File: src/hw/gpib_ctrl_pkg.sv
// package: register map, field layouts, commands and state of the gpib controller block
package gpib_ctrl_pkg;
	localparam int APB_AW = 8;
	localparam logic [7:0] OFS_AUX_CMD = 8'h00;
	localparam logic [7:0] OFS_CMD_DATA = 8'h04;
	localparam logic [7:0] OFS_ADDR_STATUS = 8'h08;
	localparam logic [7:0] OFS_INT_STATUS_ONE = 8'h0C;
	localparam logic [7:0] OFS_INT_STATUS_TWO = 8'h10;
	localparam logic [7:0] OFS_AUX_A = 8'h14;
	localparam logic [7:0] OFS_AUX_B = 8'h18;
	localparam logic [7:0] OFS_MY_ADDR = 8'h1C;
	localparam logic [7:0] OFS_PASS_THROUGH = 8'h20;
	localparam logic [7:0] CMD_TCT = 8'h09;
	localparam logic [7:0] CMD_UNL = 8'h3F;
	localparam logic [7:0] CMD_UNT = 8'h5F;
	localparam logic [1:0] GRP_LISTEN = 2'h1;
	localparam logic [1:0] GRP_TALK = 2'h2;
	typedef enum logic [3:0] {
		AUX_NOP = 4'h0, AUX_SET_IFC = 4'h1, AUX_CLR_IFC = 4'h2, AUX_DIS_SC = 4'h3,
		AUX_GTS = 4'h4, AUX_TCA = 4'h5, AUX_TCS = 4'h6, AUX_TCSE = 4'h7,
		AUX_LCONT = 4'h8, AUX_LUNL = 4'h9, AUX_LISTEN = 4'hA, AUX_FINISH = 4'hB,
		AUX_SET_REN = 4'hC, AUX_CLR_REN = 4'hD
	} aux_cmd_t;
	typedef enum logic [1:0] {C_IDLE = 2'b00, C_WAIT = 2'b01, C_ACT = 2'b10, C_STBY = 2'b11} ctl_state_t;
	typedef enum logic [1:0] {S_IDLE = 2'b00, S_NRFD = 2'b01, S_DAV = 2'b10} src_state_t;
	typedef enum logic [1:0] {A_IDLE = 2'b00, A_RDY = 2'b01, A_ACC = 2'b10, A_HOLD = 2'b11} acc_state_t;
	typedef struct packed {
		logic atn; logic ifc; logic ren; logic eoi; logic dav; logic nrfd; logic ndac; logic [7:0] dio;
	} gpib_lines_t;
	typedef struct packed {
		logic end_rx; logic pass_through_status; logic data_out_status; logic data_in_status;
	} interrupt_status_one_t;
	typedef struct packed {
		logic addr_change; logic command_output_status;
	} interrupt_status_two_t;
	typedef struct packed {
		logic holdoff_on_end_bit; logic holdoff_on_all_bit;
	} auxiliary_register_a_t;
	typedef struct packed {
		ctl_state_t ctl; src_state_t sh; acc_state_t ah;
		gpib_lines_t s1; gpib_lines_t s2;
		logic sys_ctl; logic ifc_drv; logic ren_drv;
		logic talker_active_bit; logic listener_active; logic take_sync; logic cont; logic hold;
		logic src_cmd; logic dir_full;
		logic [4:0] my_addr;
		auxiliary_register_a_t auxiliary_register_a;
		logic pass_through_en;
		logic [7:0] command_data_out_register; logic [7:0] data_in_reg;
		logic [7:0] command_pass_through_register;
		interrupt_status_one_t interrupt_status_one;
		interrupt_status_two_t interrupt_status_two;
		logic [31:0] rdata; logic slverr;
	} st_t;
	localparam st_t ST_RESET = '{ctl: C_IDLE, sh: S_IDLE, ah: A_IDLE, s1: '1, s2: '1, default: '0};
endpackage : gpib_ctrl_pkg

File: src/hw/gpib_ctrl.sv
// gpib controller function with apb register access
//
// The register addresses and register access over APB were chosen for this implementation.
`timescale 1ns/1ps
module gpib_ctrl (
	input wire logic pclk,
	input wire logic presetn,
	input wire logic psel,
	input wire logic penable,
	input wire logic pwrite,
	input wire logic [gpib_ctrl_pkg::APB_AW-1:0] paddr,
	input wire logic [31:0] pwdata,
	output logic [31:0] prdata,
	output logic pready,
	output logic pslverr,
	input wire gpib_ctrl_pkg::gpib_lines_t bus_in,
	output gpib_ctrl_pkg::gpib_lines_t bus_out,
	output gpib_ctrl_pkg::gpib_lines_t bus_oe,
	output logic sc_drive
);
	gpib_ctrl_pkg::st_t q;
	gpib_ctrl_pkg::st_t n;
	gpib_ctrl_pkg::gpib_lines_t asn;
	gpib_ctrl_pkg::aux_cmd_t aux;
	gpib_ctrl_pkg::interrupt_status_one_t set1;
	gpib_ctrl_pkg::interrupt_status_two_t set2;
	logic setup;
	logic access;
	logic wr;
	logic aux_wr;
	logic rd_one;
	logic rd_two;
	logic acc;
	logic src_done;
	logic cmd_v;
	logic cont_on;
	logic listen;
	logic [7:0] cmd_b;

	// asserted levels of the synchronised lines
	assign asn = gpib_ctrl_pkg::gpib_lines_t'(~q.s2);
	assign setup = psel && !penable;
	assign access = psel && penable;
	assign wr = access && pwrite && !q.slverr;
	assign aux_wr = wr && paddr == gpib_ctrl_pkg::OFS_AUX_CMD;
	assign aux = gpib_ctrl_pkg::aux_cmd_t'(pwdata[3:0]);
	assign rd_one = access && !pwrite && paddr == gpib_ctrl_pkg::OFS_INT_STATUS_ONE;
	assign rd_two = access && !pwrite && paddr == gpib_ctrl_pkg::OFS_INT_STATUS_TWO;
	assign acc = q.ah == gpib_ctrl_pkg::A_RDY && asn.dav;
	assign src_done = q.sh == gpib_ctrl_pkg::S_DAV && !asn.ndac;
	assign cmd_v = (acc && asn.atn) || (src_done && q.src_cmd);
	assign cmd_b = (acc ? asn.dio : q.command_data_out_register) & 8'h7F;
	assign cont_on = !q.talker_active_bit && !q.listener_active && (q.cont ||
		(q.auxiliary_register_a.holdoff_on_end_bit && q.auxiliary_register_a.holdoff_on_all_bit));
	assign listen = q.ctl != gpib_ctrl_pkg::C_ACT && (asn.atn || q.listener_active || cont_on);

	always_comb begin
		n = q;
		set1 = '0;
		set2 = '0;
		n.s1 = bus_in;
		n.s2 = q.s1;
		// apb setup: decode and capture read data
		if (setup) begin
			n.slverr = 1'b0;
			n.rdata = '0;
			case (paddr)
				gpib_ctrl_pkg::OFS_AUX_CMD: n.rdata = '0;
				gpib_ctrl_pkg::OFS_CMD_DATA: n.rdata[7:0] = q.data_in_reg;
				gpib_ctrl_pkg::OFS_ADDR_STATUS: n.rdata[5:0] = {q.sys_ctl, asn.atn, q.listener_active,
					q.talker_active_bit, q.ctl == gpib_ctrl_pkg::C_ACT,
					q.ctl == gpib_ctrl_pkg::C_ACT || q.ctl == gpib_ctrl_pkg::C_STBY};
				gpib_ctrl_pkg::OFS_INT_STATUS_ONE: n.rdata[3:0] = q.interrupt_status_one;
				gpib_ctrl_pkg::OFS_INT_STATUS_TWO: n.rdata[1:0] = q.interrupt_status_two;
				gpib_ctrl_pkg::OFS_AUX_A: n.rdata[1:0] = q.auxiliary_register_a;
				gpib_ctrl_pkg::OFS_AUX_B: n.rdata[0] = q.pass_through_en;
				gpib_ctrl_pkg::OFS_MY_ADDR: n.rdata[4:0] = q.my_addr;
				gpib_ctrl_pkg::OFS_PASS_THROUGH: n.rdata[7:0] = q.command_pass_through_register;
				default: n.slverr = 1'b1;
			endcase
		end
		// reading the input byte frees a listener holdoff
		if (access && !pwrite && paddr == gpib_ctrl_pkg::OFS_CMD_DATA) begin
			n.dir_full = 1'b0;
			if (q.listener_active) begin
				n.hold = 1'b0;
			end
		end
		// apb access: writes
		if (wr) begin
			case (paddr)
				gpib_ctrl_pkg::OFS_CMD_DATA: begin
					if (q.ctl == gpib_ctrl_pkg::C_ACT && q.sh == gpib_ctrl_pkg::S_IDLE) begin
						n.command_data_out_register = pwdata[7:0];
						n.sh = gpib_ctrl_pkg::S_NRFD;
						n.src_cmd = 1'b1;
						n.interrupt_status_two.command_output_status = 1'b0;
					end else if (q.talker_active_bit && !asn.atn && q.sh == gpib_ctrl_pkg::S_IDLE) begin
						n.command_data_out_register = pwdata[7:0];
						n.sh = gpib_ctrl_pkg::S_NRFD;
						n.src_cmd = 1'b0;
						n.interrupt_status_one.data_out_status = 1'b0;
					end
				end
				gpib_ctrl_pkg::OFS_AUX_A: n.auxiliary_register_a = pwdata[1:0];
				gpib_ctrl_pkg::OFS_AUX_B: n.pass_through_en = pwdata[0];
				gpib_ctrl_pkg::OFS_MY_ADDR: n.my_addr = pwdata[4:0];
				default: ;
			endcase
		end
		// auxiliary commands
		if (aux_wr) begin
			case (aux)
				gpib_ctrl_pkg::AUX_SET_IFC: begin
					n.sys_ctl = 1'b1;
					n.ifc_drv = 1'b1;
				end
				gpib_ctrl_pkg::AUX_CLR_IFC: n.ifc_drv = 1'b0;
				gpib_ctrl_pkg::AUX_DIS_SC: begin
					n.sys_ctl = 1'b0;
					n.ifc_drv = 1'b0;
					n.ren_drv = 1'b0;
				end
				gpib_ctrl_pkg::AUX_GTS: begin
					if (q.ctl == gpib_ctrl_pkg::C_ACT && q.sh == gpib_ctrl_pkg::S_IDLE) begin
						n.ctl = gpib_ctrl_pkg::C_STBY;
					end
				end
				gpib_ctrl_pkg::AUX_TCA: begin
					if (q.ctl == gpib_ctrl_pkg::C_STBY) begin
						n.ctl = gpib_ctrl_pkg::C_ACT;
						n.take_sync = 1'b0;
						n.sh = gpib_ctrl_pkg::S_IDLE;
						set2.command_output_status = 1'b1;
					end
				end
				gpib_ctrl_pkg::AUX_TCS, gpib_ctrl_pkg::AUX_TCSE: begin
					if (q.ctl == gpib_ctrl_pkg::C_STBY) begin
						n.take_sync = 1'b1;
					end
				end
				gpib_ctrl_pkg::AUX_LCONT: n.cont = 1'b1;
				gpib_ctrl_pkg::AUX_LUNL: begin
					n.cont = 1'b0;
					n.listener_active = 1'b0;
				end
				gpib_ctrl_pkg::AUX_LISTEN: begin
					n.listener_active = 1'b1;
					n.talker_active_bit = 1'b0;
				end
				gpib_ctrl_pkg::AUX_FINISH: n.hold = 1'b0;
				gpib_ctrl_pkg::AUX_SET_REN: n.ren_drv = 1'b1;
				gpib_ctrl_pkg::AUX_CLR_REN: n.ren_drv = 1'b0;
				default: ;
			endcase
		end
		// source handshake for commands and talker data
		unique case (q.sh)
			gpib_ctrl_pkg::S_IDLE: ;
			gpib_ctrl_pkg::S_NRFD: begin
				if (!asn.nrfd) begin
					n.sh = gpib_ctrl_pkg::S_DAV;
				end
			end
			gpib_ctrl_pkg::S_DAV: begin
				if (src_done) begin
					n.sh = gpib_ctrl_pkg::S_IDLE;
					if (!q.src_cmd) begin
						set1.data_out_status = 1'b1;
					end else if ((q.command_data_out_register & 8'h7F) == gpib_ctrl_pkg::CMD_TCT) begin
						n.ctl = gpib_ctrl_pkg::C_IDLE;
					end else begin
						set2.command_output_status = 1'b1;
					end
				end
			end
			default: n.sh = gpib_ctrl_pkg::S_IDLE;
		endcase
		// acceptor handshake for commands and data
		if (!listen) begin
			n.ah = gpib_ctrl_pkg::A_IDLE;
		end else begin
			unique case (q.ah)
				gpib_ctrl_pkg::A_IDLE: n.ah = gpib_ctrl_pkg::A_RDY;
				gpib_ctrl_pkg::A_RDY: begin
					if (acc) begin
						n.ah = gpib_ctrl_pkg::A_ACC;
						n.hold = 1'b0;
						if (!asn.atn) begin
							set1.end_rx = asn.eoi;
							if (q.listener_active) begin
								n.data_in_reg = asn.dio;
								n.dir_full = 1'b1;
								set1.data_in_status = 1'b1;
								n.hold = 1'b1;
							end else begin
								n.hold = q.auxiliary_register_a.holdoff_on_all_bit ||
									(asn.eoi && (q.auxiliary_register_a.holdoff_on_end_bit || q.cont));
							end
						end
					end
				end
				gpib_ctrl_pkg::A_ACC: begin
					if (!asn.dav) begin
						n.ah = q.hold ? gpib_ctrl_pkg::A_HOLD : gpib_ctrl_pkg::A_RDY;
					end
				end
				gpib_ctrl_pkg::A_HOLD: begin
					if (!q.hold) begin
						n.ah = gpib_ctrl_pkg::A_RDY;
					end
				end
			endcase
		end
		// command decode, received or sent by this end
		if (cmd_v) begin
			if (cmd_b[6:5] == gpib_ctrl_pkg::GRP_TALK) begin
				n.talker_active_bit = cmd_b[4:0] == q.my_addr && cmd_b != gpib_ctrl_pkg::CMD_UNT;
				if (cmd_b[4:0] == q.my_addr && cmd_b != gpib_ctrl_pkg::CMD_UNT) begin
					n.listener_active = 1'b0;
					set2.addr_change = 1'b1;
					set1.data_out_status = 1'b1;
				end
			end
			if (cmd_b == gpib_ctrl_pkg::CMD_UNL) begin
				n.listener_active = 1'b0;
			end else if (cmd_b[6:5] == gpib_ctrl_pkg::GRP_LISTEN && cmd_b[4:0] == q.my_addr) begin
				n.listener_active = 1'b1;
				n.talker_active_bit = 1'b0;
				set2.addr_change = 1'b1;
			end
			if (acc && cmd_b == gpib_ctrl_pkg::CMD_TCT) begin
				if (q.pass_through_en) begin
					n.command_pass_through_register = cmd_b;
					set1.pass_through_status = 1'b1;
				end
				if (q.talker_active_bit) begin
					n.ctl = gpib_ctrl_pkg::C_WAIT;
				end
			end
		end
		// controller states
		if (asn.ifc) begin
			n.talker_active_bit = 1'b0;
			n.listener_active = 1'b0;
			// own ifc tail after clear keeps the take armed
			n.ctl = q.ifc_drv || (q.sys_ctl && q.ctl == gpib_ctrl_pkg::C_WAIT) ?
				gpib_ctrl_pkg::C_WAIT : gpib_ctrl_pkg::C_IDLE;
		end else if (q.ctl == gpib_ctrl_pkg::C_WAIT && !asn.atn) begin
			n.ctl = gpib_ctrl_pkg::C_ACT;
			n.take_sync = 1'b0;
			set2.command_output_status = 1'b1;
		end else if (q.ctl == gpib_ctrl_pkg::C_STBY && q.take_sync && q.ah == gpib_ctrl_pkg::A_HOLD) begin
			n.ctl = gpib_ctrl_pkg::C_ACT;
			n.take_sync = 1'b0;
			n.hold = 1'b0;
			set2.command_output_status = 1'b1;
		end
		// read clears only the reported bits; a new event wins
		if (rd_one) begin
			n.interrupt_status_one = gpib_ctrl_pkg::interrupt_status_one_t'(n.interrupt_status_one & ~q.rdata[3:0]);
		end
		if (rd_two) begin
			n.interrupt_status_two = gpib_ctrl_pkg::interrupt_status_two_t'(n.interrupt_status_two & ~q.rdata[1:0]);
		end
		n.interrupt_status_one = gpib_ctrl_pkg::interrupt_status_one_t'(n.interrupt_status_one | set1);
		n.interrupt_status_two = gpib_ctrl_pkg::interrupt_status_two_t'(n.interrupt_status_two | set2);
	end

	always_ff @(posedge pclk or negedge presetn) begin
		if (!presetn) begin
			q <= gpib_ctrl_pkg::ST_RESET;
		end else begin
			q <= n;
		end
	end

	// pins: open drain, enable drives the line low
	always_comb begin
		bus_out = '0;
		bus_oe = '0;
		bus_oe.atn = q.ctl == gpib_ctrl_pkg::C_ACT;
		bus_oe.ifc = q.sys_ctl && q.ifc_drv;
		bus_oe.ren = q.sys_ctl && q.ren_drv;
		bus_oe.dav = q.sh == gpib_ctrl_pkg::S_DAV;
		bus_oe.nrfd = q.ah == gpib_ctrl_pkg::A_ACC || q.ah == gpib_ctrl_pkg::A_HOLD;
		bus_oe.ndac = q.ah == gpib_ctrl_pkg::A_RDY || q.ah == gpib_ctrl_pkg::A_HOLD;
		bus_oe.dio = q.sh != gpib_ctrl_pkg::S_IDLE ? q.command_data_out_register : 8'h00;
	end
	assign sc_drive = q.sys_ctl;
	assign pready = 1'b1;
	assign prdata = q.rdata;
	assign pslverr = access && q.slverr;
endmodule : gpib_ctrl

File: config.mk
export PLATFORM = sky130hd
export DESIGN_NAME = gpib_ctrl
export DESIGN_NICKNAME = d
export VERILOG_FILES = /design/src/hw/gpib_ctrl_pkg.sv /design/src/hw/gpib_ctrl.sv
export SDC_FILE = /design/constraint.sdc
export NUM_CORES = 1
export LEC_CHECK = 0
export BUFFER_PORTS_ARGS = -buffer_cell sky130_fd_sc_hd__buf_2
export CAP_MARGIN = 20
export CORE_ASPECT_RATIO = 1.4
export CORE_UTILIZATION = 45
export DETAILED_ROUTE_END_ITERATION = 8
export GPL_TIMING_DRIVEN = 0
export HOLD_SLACK_MARGIN = 0.08
export PLACE_DENSITY = 0.79
export SYNTH_ARGS = -nofsm -noshare
export SYNTH_HDL_FRONTEND = slang
export SYNTH_SLANG_ARGS = --single-unit
File: constraint.sdc
create_clock -name pclk -period 5.91 [get_ports pclk]
set_input_delay 0.8865 -clock pclk [delete_from_list [all_inputs] [get_ports pclk]]
set_output_delay 0.8865 -clock pclk [all_outputs]
set_load 0.005 [all_outputs]
==> run summary, run 1 <==
slowest CP cell -> nor2_1
largest net degree at the start of global routing -> 54
RD Place Congestion -> 0.880
placed cells -> 666
Clock Skews -> 5.57 ps
CTS sink cnt -> 89
outcome -> complete, no violations
leading area contributor after synthesis -> dfrtp_1
kind of critical path -> flip-flop to output port
startpoint type of the worst setup path -> flip-flop
WL/cell -> 15.1 µm
asr flop ratio synth -> 100%
Vias/cell -> 5.15
hold path cells -> 0
period utilisation layout -> 44.5%
Hold Fails Final Rpt -> 0
clock tree from TritonCTS -> built
initial core utilization -> 46.3%
synthesized cell area -> 0.00458 mm²
Place WS -> 3030 ps
Netlist cell types -> 69
initial antenna violation count -> 0
Die H -> 121 µm
die area -> 0.0106 mm²
leak pwr -> 2.65 nW
final core utilization -> 55.6%
layout cell share with drive strength beyond 1 -> 34.0%
1st-iter DRT viols -> 244
total negative slack -> 0 ps
Worst EP arrival -> 1750 ps
ant diodes -> 0
placed standard-cell area -> 0.00521 mm²
clock buffer count from CTS -> 9
HPWL Detailed -> 7990 µm
Filler Cells Inserted -> 902
number of global-route vias before repair -> 3471
relative slew slack -> 39.3%
port bufs -> 57
synth top area cells -> dfrtp_1, dfstp_2, buf_4
Worst Hold Class -> flip-flop to flip-flop
worst hold margin -> 355 ps
Power, Total -> 1.43 mW
NumNets Final -> 605
drt total wl -> 10300 µm
Final Worst Setup Slack -> 3280 ps
Core Footprint -> 0.00990 mm²
maxcap violations -> 0
GR Util All Layers -> 21.0%
most frequent cells after synthesis -> dfrtp_1, nand2_1, buf_4
post-CTS sizing -> 0
CP Data Required Time -> 5020 ps
H-tree depth -> 3
Max Transition Viols Final -> 0
row count -> 43
vias after detailed routing -> 3513
fmax -> 380 MHz
first-pass GRT wire length -> 16700 µm
post-CTS setup buffers -> 0
Reg2Reg Launch Point -> q[111]$_DFFE_PN0P_
Die X -> 87.3 µm
post-synthesis cell count -> 434
Cell Chain, Critical Path -> nor2_1, nor2b_1, buf_2
drt pass-1 iters -> 5
R2R depth -> 7
Max VDD drop -> 0.000254 V
Avg Cell Area, Syn -> 10.6 µm²
RSZ-0062 raised after global routing -> no
crit-path max FO -> 10
gr ovfl total -> 0
Multi-input gate area -> 0.00200 mm²
# IOs -> 125
Residual DRC -> 0
deepest clock path buffer count -> 2
top cell type's share of synthesized area -> 33.3%
Worst-Margin Slew -> 903 ps
crit path from -> q[113]$_DFF_PN0_
Final min period -> 2630 ps
Non-Filler Instances -> 682
Seq/Total Area, Yosys -> 49.4%
Clock transition at path regs -> 60 ps
sequential standard cell area -> 0.00226 mm²
final setup fails -> 0
number of enable flip-flop cells after synthesis -> 0
Synth Warn # -> 0
Final Instance Area -> 0.00550 mm²
number of hold buffers added after CTS -> 0
most frequent cell after synthesis -> dfrtp_1
power per cell area -> 260 mW/mm²
CTS root buffer -> clkbuf_16
Hold Path Origin -> n[84]$_DFF_PN1_
Area Overhead vs Synth -> 20.1%
crit path capture type -> output port
Routed Antenna Nets -> 0
worst-skew pair later-pin latency -> 340 ps
max incr delay on CP -> 660 ps
number of synthesized register bits -> 89
prevailing post-synth register cell -> dfrtp_1
==> cell families (layout without fill, tap and decap cells) <==
logic type,after synthesis,count (layout),share of synthesized area [%]
adder cells (fa/ha/maj),3,3,0.820
AO/OA/AOI/OAI,84,84,13.0
multiplexers,20,20,5.08
XOR/XNOR,5,5,0.956
flip-flops,89,89,49.4
other,2,41,0.164
buffers and inverters,71,145,10.1
AND/OR/NAND/NOR,160,160,20.5
==> where the power goes <==
part,internal (mW),total [mW],switching (mW)
Combinational,0.0909,0.195,0.104
Sequential,0.658,0.693,0.0355
Clock,0.310,0.543,0.233
==> per-layer routing <==
| layer | up-vias | track usage, % | part of all wire [%] |
|---|---|---|---|
| li1 | 1684 | - | - |
| met1 | 1662 | 23.9 | 40 |
| met2 | 143 | 35.6 | 51 |
| met3 | 24 | 4.83 | 5.5 |
| met4 | 0 | 11.9 | 3.8 |
| met5 | - | 0 | 0 |
==> placed cells by master, fill, tap and decap left out, types with 11 or more instances in the layout <==
cell type	synthesis	layout
dfrtp_1	61	61
buf_2	2	58
nand2_1	51	51
buf_4	49	50
conb_1	2	41
dfstp_2	28	28
o21ai_0	18	18
mux2_2	16	16
nor2b_1	14	14
nor2_1	13	13
nand2b_1	13	13
inv_1	11	11
a31oi_1	11	11
==> sequential cells by signal (all words and copies together) (netlist names) <==
name and count:
n 14, prdata 8, sc_drive 1, q 66
==> area by class of cell <==
class / instances / share of cell area, %
Clock inverter: 5 / 0.660
Multi-Input combinational cell: 313 / 36.4
Timing Repair Buffer: 58 / 5.73
Buffer: 60 / 7.62
Clock buffer: 11 / 4.60
Inverter: 11 / 0.751
Tap cell: 135 / 3.07
Sequential cell: 89 / 41.1
==> path summary, 6_finish.rpt <==
kind                                    endpoint  slack, ps
max in group asynchronous        n[90]$_DFF_PN1_       4720
setup / recovery                       bus_oe[0]       3280
setup reg to reg                 q[77]$_DFF_PN0_       3400
hold / removal                   q[84]$_DFF_PN1_        360
min in group asynchronous  prdata[6]$_DFFE_PN0P_        510
hold reg to reg                  q[84]$_DFF_PN1_        360
==> worst max-delay path: cells and delay by family, from the launching register on <==
family / cells / cell delay [ps]
simple gates: 2 / 820
flops: 1 / 420
buf+inv: 1 / 170
(Power assumes the default switching activity.)
==> run 2, diff against run 1 <==
--- a/config.mk
+++ b/config.mk
@@ -12,7 +12,7 @@
 export DETAILED_ROUTE_END_ITERATION = 8
 export GPL_TIMING_DRIVEN = 0
 export HOLD_SLACK_MARGIN = 0.08
-export PLACE_DENSITY = 0.79
+export PLACE_DENSITY = 0.82
 export SYNTH_ARGS = -nofsm -noshare
 export SYNTH_HDL_FRONTEND = slang
 export SYNTH_SLANG_ARGS = --single-unit
==> constraint.sdc (replaced) <==
create_clock -name pclk -period 2.2 [get_ports pclk]
set_input_delay 0.33 -clock pclk [delete_from_list [all_inputs] [get_ports pclk]]
set_output_delay 0.33 -clock pclk [all_outputs]
set_load 0.005 [all_outputs]
==> run summary, run 2 (synthesis gave the netlist of run 1 again) <==
initial antenna violation count -> 0
Core Footprint -> 0.00990 mm²
NumNets Final -> 617
final setup fails -> 0
vias after detailed routing -> 3595
GR Util All Layers -> 21.3%
clock tree from TritonCTS -> built
placed standard-cell area -> 0.00521 mm²
hold path cells -> 1
deepest clock path buffer count -> 2
final core utilization -> 57.8%
RD Place Congestion -> 0.921
1st-iter DRT viols -> 232
Final Instance Area -> 0.00572 mm²
leak pwr -> 2.73 nW
# IOs -> 125
maxcap violations -> 0
Worst Hold Class -> primary input to flip-flop
fmax -> 463 MHz
gr ovfl total -> 0
Area Overhead vs Synth -> 25.0%
max reg flops -> 66
sequential standard cell area -> 0.00226 mm²
kind of critical path -> flip-flop to flip-flop
HPWL Detailed -> 7970 µm
Clock Skews -> 6.01 ps
relative slew slack -> 46.9%
Vias/cell -> 5.18
H-tree depth -> 3
die area -> 0.0106 mm²
Die H -> 121 µm
Filler Cells Inserted -> 896
Clock transition at path regs -> 60 ps
initial core utilization -> 46.3%
worst-skew pair later-pin latency -> 340 ps
worst hold margin -> 88.1 ps
largest net degree at the start of global routing -> 57
Die X -> 87.3 µm
Worst EP arrival -> 2390 ps
Max Transition Viols Final -> 0
Multi-input gate area -> 0.00207 mm²
drt pass-1 iters -> 4
R2R depth -> 7
first-pass GRT wire length -> 16900 µm
Worst-Margin Slew -> 786 ps
ant diodes -> 0
power per cell area -> 719 mW/mm²
layout cell share with drive strength beyond 1 -> 35.1%
startpoint type of the worst setup path -> flip-flop
CTS sink cnt -> 89
period utilisation layout -> 98.2%
most common cell after layout, fill and taps aside -> dfrtp_1
Hold Fails Final Rpt -> 0
crit-path max FO -> 9
crit path capture type -> flip-flop
Residual DRC -> 0
WL/cell -> 15.6 µm
Final min period -> 2160 ps
drt total wl -> 10900 µm
clock buffer count from CTS -> 9
Max VDD drop -> 0.000565 V
CP Data Required Time -> 2430 ps
number of global-route vias before repair -> 3471
port bufs -> 57
outcome -> complete, no violations
commonest non-fill, non-tap cells in the layout -> dfrtp_1, buf_2, buf_4
Top reg by flops -> q
Routed Antenna Nets -> 0
CTS root buffer -> clkbuf_16
row count -> 43
-- run 2: critical path, stage by stage, from the launching register on --
cell and delay [ps]:
dfrtp_2 440, ha_4 200, nor2b_1 130, buf_4 170, a2111oi_4 360, nor2_2 80
or3_4 390, o221a_2 270
-- run 2: timing repair --
item                                    4_1_cts  5_1_grt
endpoints found under the setup margin       17        1
hold buffers                                 11        0
endpoints found under the hold margin        39        0
gates resized for setup                       9        8
buffers inserted                              1        1
pin swaps                                     0        1
-- run 2: final timing paths --
check / endpoint / slack, ps / from
worst max-delay path: q[77]$_DFF_PN0_ / 40 / q[111]$_DFFE_PN0P_
worst min-delay path: n[82]$_DFF_PN1_ / 90 / bus_in[1]
worst max register to register: q[77]$_DFF_PN0_ / 40 / q[111]$_DFFE_PN0P_
worst min register to register: q[88]$_DFF_PN1_ / 350 / n[88]$_DFF_PN1_
max in group asynchronous: n[91]$_DFF_PN1_ / 1040 / presetn
min in group asynchronous: prdata[4]$_DFFE_PN0P_ / 480 / presetn
-- run 2: per-stage QoR --
stage,setup slack (ps),total power [mW],setup TNS [ps],cells
2_1_floorplan,52.6,2.21,0,473
3_3_place_gp,-219,2.38,-857,665
3_5_place_dp,-273,2.41,-2110,666
4_1_cts,19.8,4.11,0,693
5_1_grt,-17.0,4.27,-17.0,694
6_report,38.8,4.11,0,694
-- run 2: routing by layer --
| layer | vias up | part of all wire [%] | GRT usage [%] |
|---|---|---|---|
| met4 | 0 | 5.5 | 14.0 |
| met2 | 163 | 50 | 35.3 |
| met1 | 1683 | 38 | 24.5 |
| li1 | 1703 | - | - |
| met3 | 46 | 6.6 | 4.49 |
| met5 | - | 0 | 0 |
-- run 2: power by group --
| part | total (mW) | internal, mW | switching (mW) |
|---|---|---|---|
| combinational | 0.604 | 0.297 | 0.307 |
| clock | 1.64 | 1.02 | 0.615 |
| sequential | 1.87 | 1.77 | 0.103 |
| total | 4.11 | 3.09 | 1.03 |
-- run 2: layout make-up --
type	count	area share, %
repair buffers	71	7.69
plain buffers	59	7.30
clock inverters	5	1.38
well taps	135	2.95
clock buffers	11	4.24
flip-flops and latches	89	39.5
inverters	11	0.721
multi-input cells	313	36.2
==> run 3, diff against run 2 <==
--- a/config.mk
+++ b/config.mk
@@ -7,7 +7,7 @@
 export LEC_CHECK = 0
 export BUFFER_PORTS_ARGS = -buffer_cell sky130_fd_sc_hd__buf_2
 export CAP_MARGIN = 20
-export CORE_ASPECT_RATIO = 1.4
+export CORE_ASPECT_RATIO = 1.25
 export CORE_UTILIZATION = 45
 export DETAILED_ROUTE_END_ITERATION = 8
 export GPL_TIMING_DRIVEN = 0
==> run summary, run 3 (synthesis gave the netlist of run 1 again) <==
WL/cell -> 15.7 µm
Hold Path Origin -> bus_in[10]
Residual DRC -> 0
Worst Hold Class -> primary input to flip-flop
port bufs -> 57
drt total wl -> 10800 µm
Non-Filler Instances -> 687
Clock transition at path regs -> 60 ps
GR Layer Usage met3 -> 3.84%
vias after detailed routing -> 3623
Core Footprint -> 0.00976 mm²
CTS root buffer -> clkbuf_16
RD Place Congestion -> 0.916
final core utilization -> 58.7%
die area -> 0.0106 mm²
relative slew slack -> 45.8%
Area Overhead vs Synth -> 25.0%
H-tree depth -> 3
Final min period -> 2110 ps
Cell Chain, Critical Path -> clkbuf_1, inv_1, o31ai_1, a2bb2oi_1, nor3_1
Clock Skews -> 6.12 ps
startpoint type of the worst setup path -> flip-flop
placed cells -> 657
Worst-Margin Slew -> 802 ps
GRT busiest layer -> met2
row count -> 40
Max VDD drop -> 0.000398 V
RSZ-0062 raised after global routing -> no
initial antenna violation count -> 0
maxcap violations -> 0
slowest CP cell -> o31ai_1
NumNets Final -> 619
clock tree from TritonCTS -> built
met1 Usage GRT -> 25.7%
outcome -> complete, no violations
commonest non-fill, non-tap cells in the layout -> dfrtp_1, buf_2, buf_4
CP Data Required Time -> 2430 ps
Die H -> 115 µm
period utilisation layout -> 95.7%
Top reg by flops -> q
initial core utilization -> 46.9%
met2 Usage GRT -> 36.0%
layout cell share with drive strength beyond 1 -> 35.1%
1st-iter DRT viols -> 305
HPWL Detailed -> 7950 µm
Power, Total -> 4.05 mW
number of global-route vias before repair -> 3537
GR Util All Layers -> 21.4%
kind of critical path -> flip-flop to flip-flop
max reg flops -> 66
power per cell area -> 707 mW/mm²
gr ovfl total -> 0
max incr delay on CP -> 700 ps
# IOs -> 125
largest net degree at the start of global routing -> 69
crit path from -> q[95]$_DFF_PN1_
Vias/cell -> 5.27
Hold Fails Final Rpt -> 0
Place WS -> -321 ps
fmax -> 475 MHz
CTS sink cnt -> 89
leak pwr -> 2.74 nW
Max Transition Viols Final -> 0
Worst EP arrival -> 2330 ps
crit-path max FO -> 9
first-pass GRT wire length -> 17200 µm
Final Worst Setup Slack -> 94.0 ps
ant diodes -> 0
deepest clock path buffer count -> 2
drt pass-1 iters -> 5
total negative slack -> 0 ps
clock buffer count from CTS -> 9
worst-skew pair later-pin latency -> 350 ps
Reg2Reg Launch Point -> q[95]$_DFF_PN1_
Die X -> 92.2 µm
most common cell after layout, fill and taps aside -> dfrtp_1
final setup fails -> 0
Routed Antenna Nets -> 0
crit path capture type -> flip-flop
## run 3: cell type report
type                            count  area (µm²)
Inverter                           11        41.3
Multi-Input combinational cell    313        2060
Fill cell                         815        4040
Tap cell                          126         158
Sequential cell                    89        2260
Clock inverter                      3        26.3
Timing Repair Buffer               74         470
Clock buffer                       13         292
Buffer                             58         410
## run 3: repair_timing
| action | 4_1_cts | 5_1_grt |
|---|---|---|
| setup buffers | 1 | 1 |
| endpoints found under the setup margin | 10 | 2 |
| gates resized for setup | 10 | 5 |
| pin swaps | 0 | 2 |
| hold endpoints to repair | 25 | 0 |
| hold buffers | 14 | 0 |
## run 3: path summary, 6_finish.rpt
path / cells past startpoint / endpoint / slack [ps]
hold / removal: 1 / n[91]$_DFF_PN1_ / 90
min in group asynchronous: 2 / q[113]$_DFF_PN0_ / 420
setup reg to reg: 5 / q[73]$_DFF_PN0_ / 90
hold reg to reg: 0 / q[87]$_DFF_PN1_ / 350
max in group asynchronous: 3 / q[88]$_DFF_PN1_ / 1110
setup / recovery: 5 / q[73]$_DFF_PN0_ / 90
## run 3: where the power goes
group | leakage [nW] | internal (mW) | total (mW) | switching [mW]
logic | 1.49 | 0.291 | 0.591 | 0.299
registers | 1.10 | 1.77 | 1.87 | 0.101
clock network | 0.160 | 0.940 | 1.59 | 0.647
total | 2.74 | 3.00 | 4.05 | 1.05
## run 3: metal layers
layer,up-vias,part of all wire (%)
met5,-,0
met4,0,4.7
met3,34,5.6
met2,165,49
met1,1718,41
li1,1706,-
## run 3: stage by stage
| step | cell area (µm²) | hold slack (ps) |
|---|---|---|
| floorplan | 4730 | 34.4 |
| global placement | 5170 | 346 |
| detailed placement | 5200 | 245 |
| CTS | 5700 | 83.2 |
| global route | 5720 | 83.1 |
| finish | 5720 | 90.2 |
## run 3: critical path, delay by kind of cell (launching register included)
kind / cells / cell delay, ps
DFF: 1 / 510
and+or+nand+nor: 1 / 70
buffers and inverters: 2 / 490
AOI/OAI and AO/OA: 2 / 920
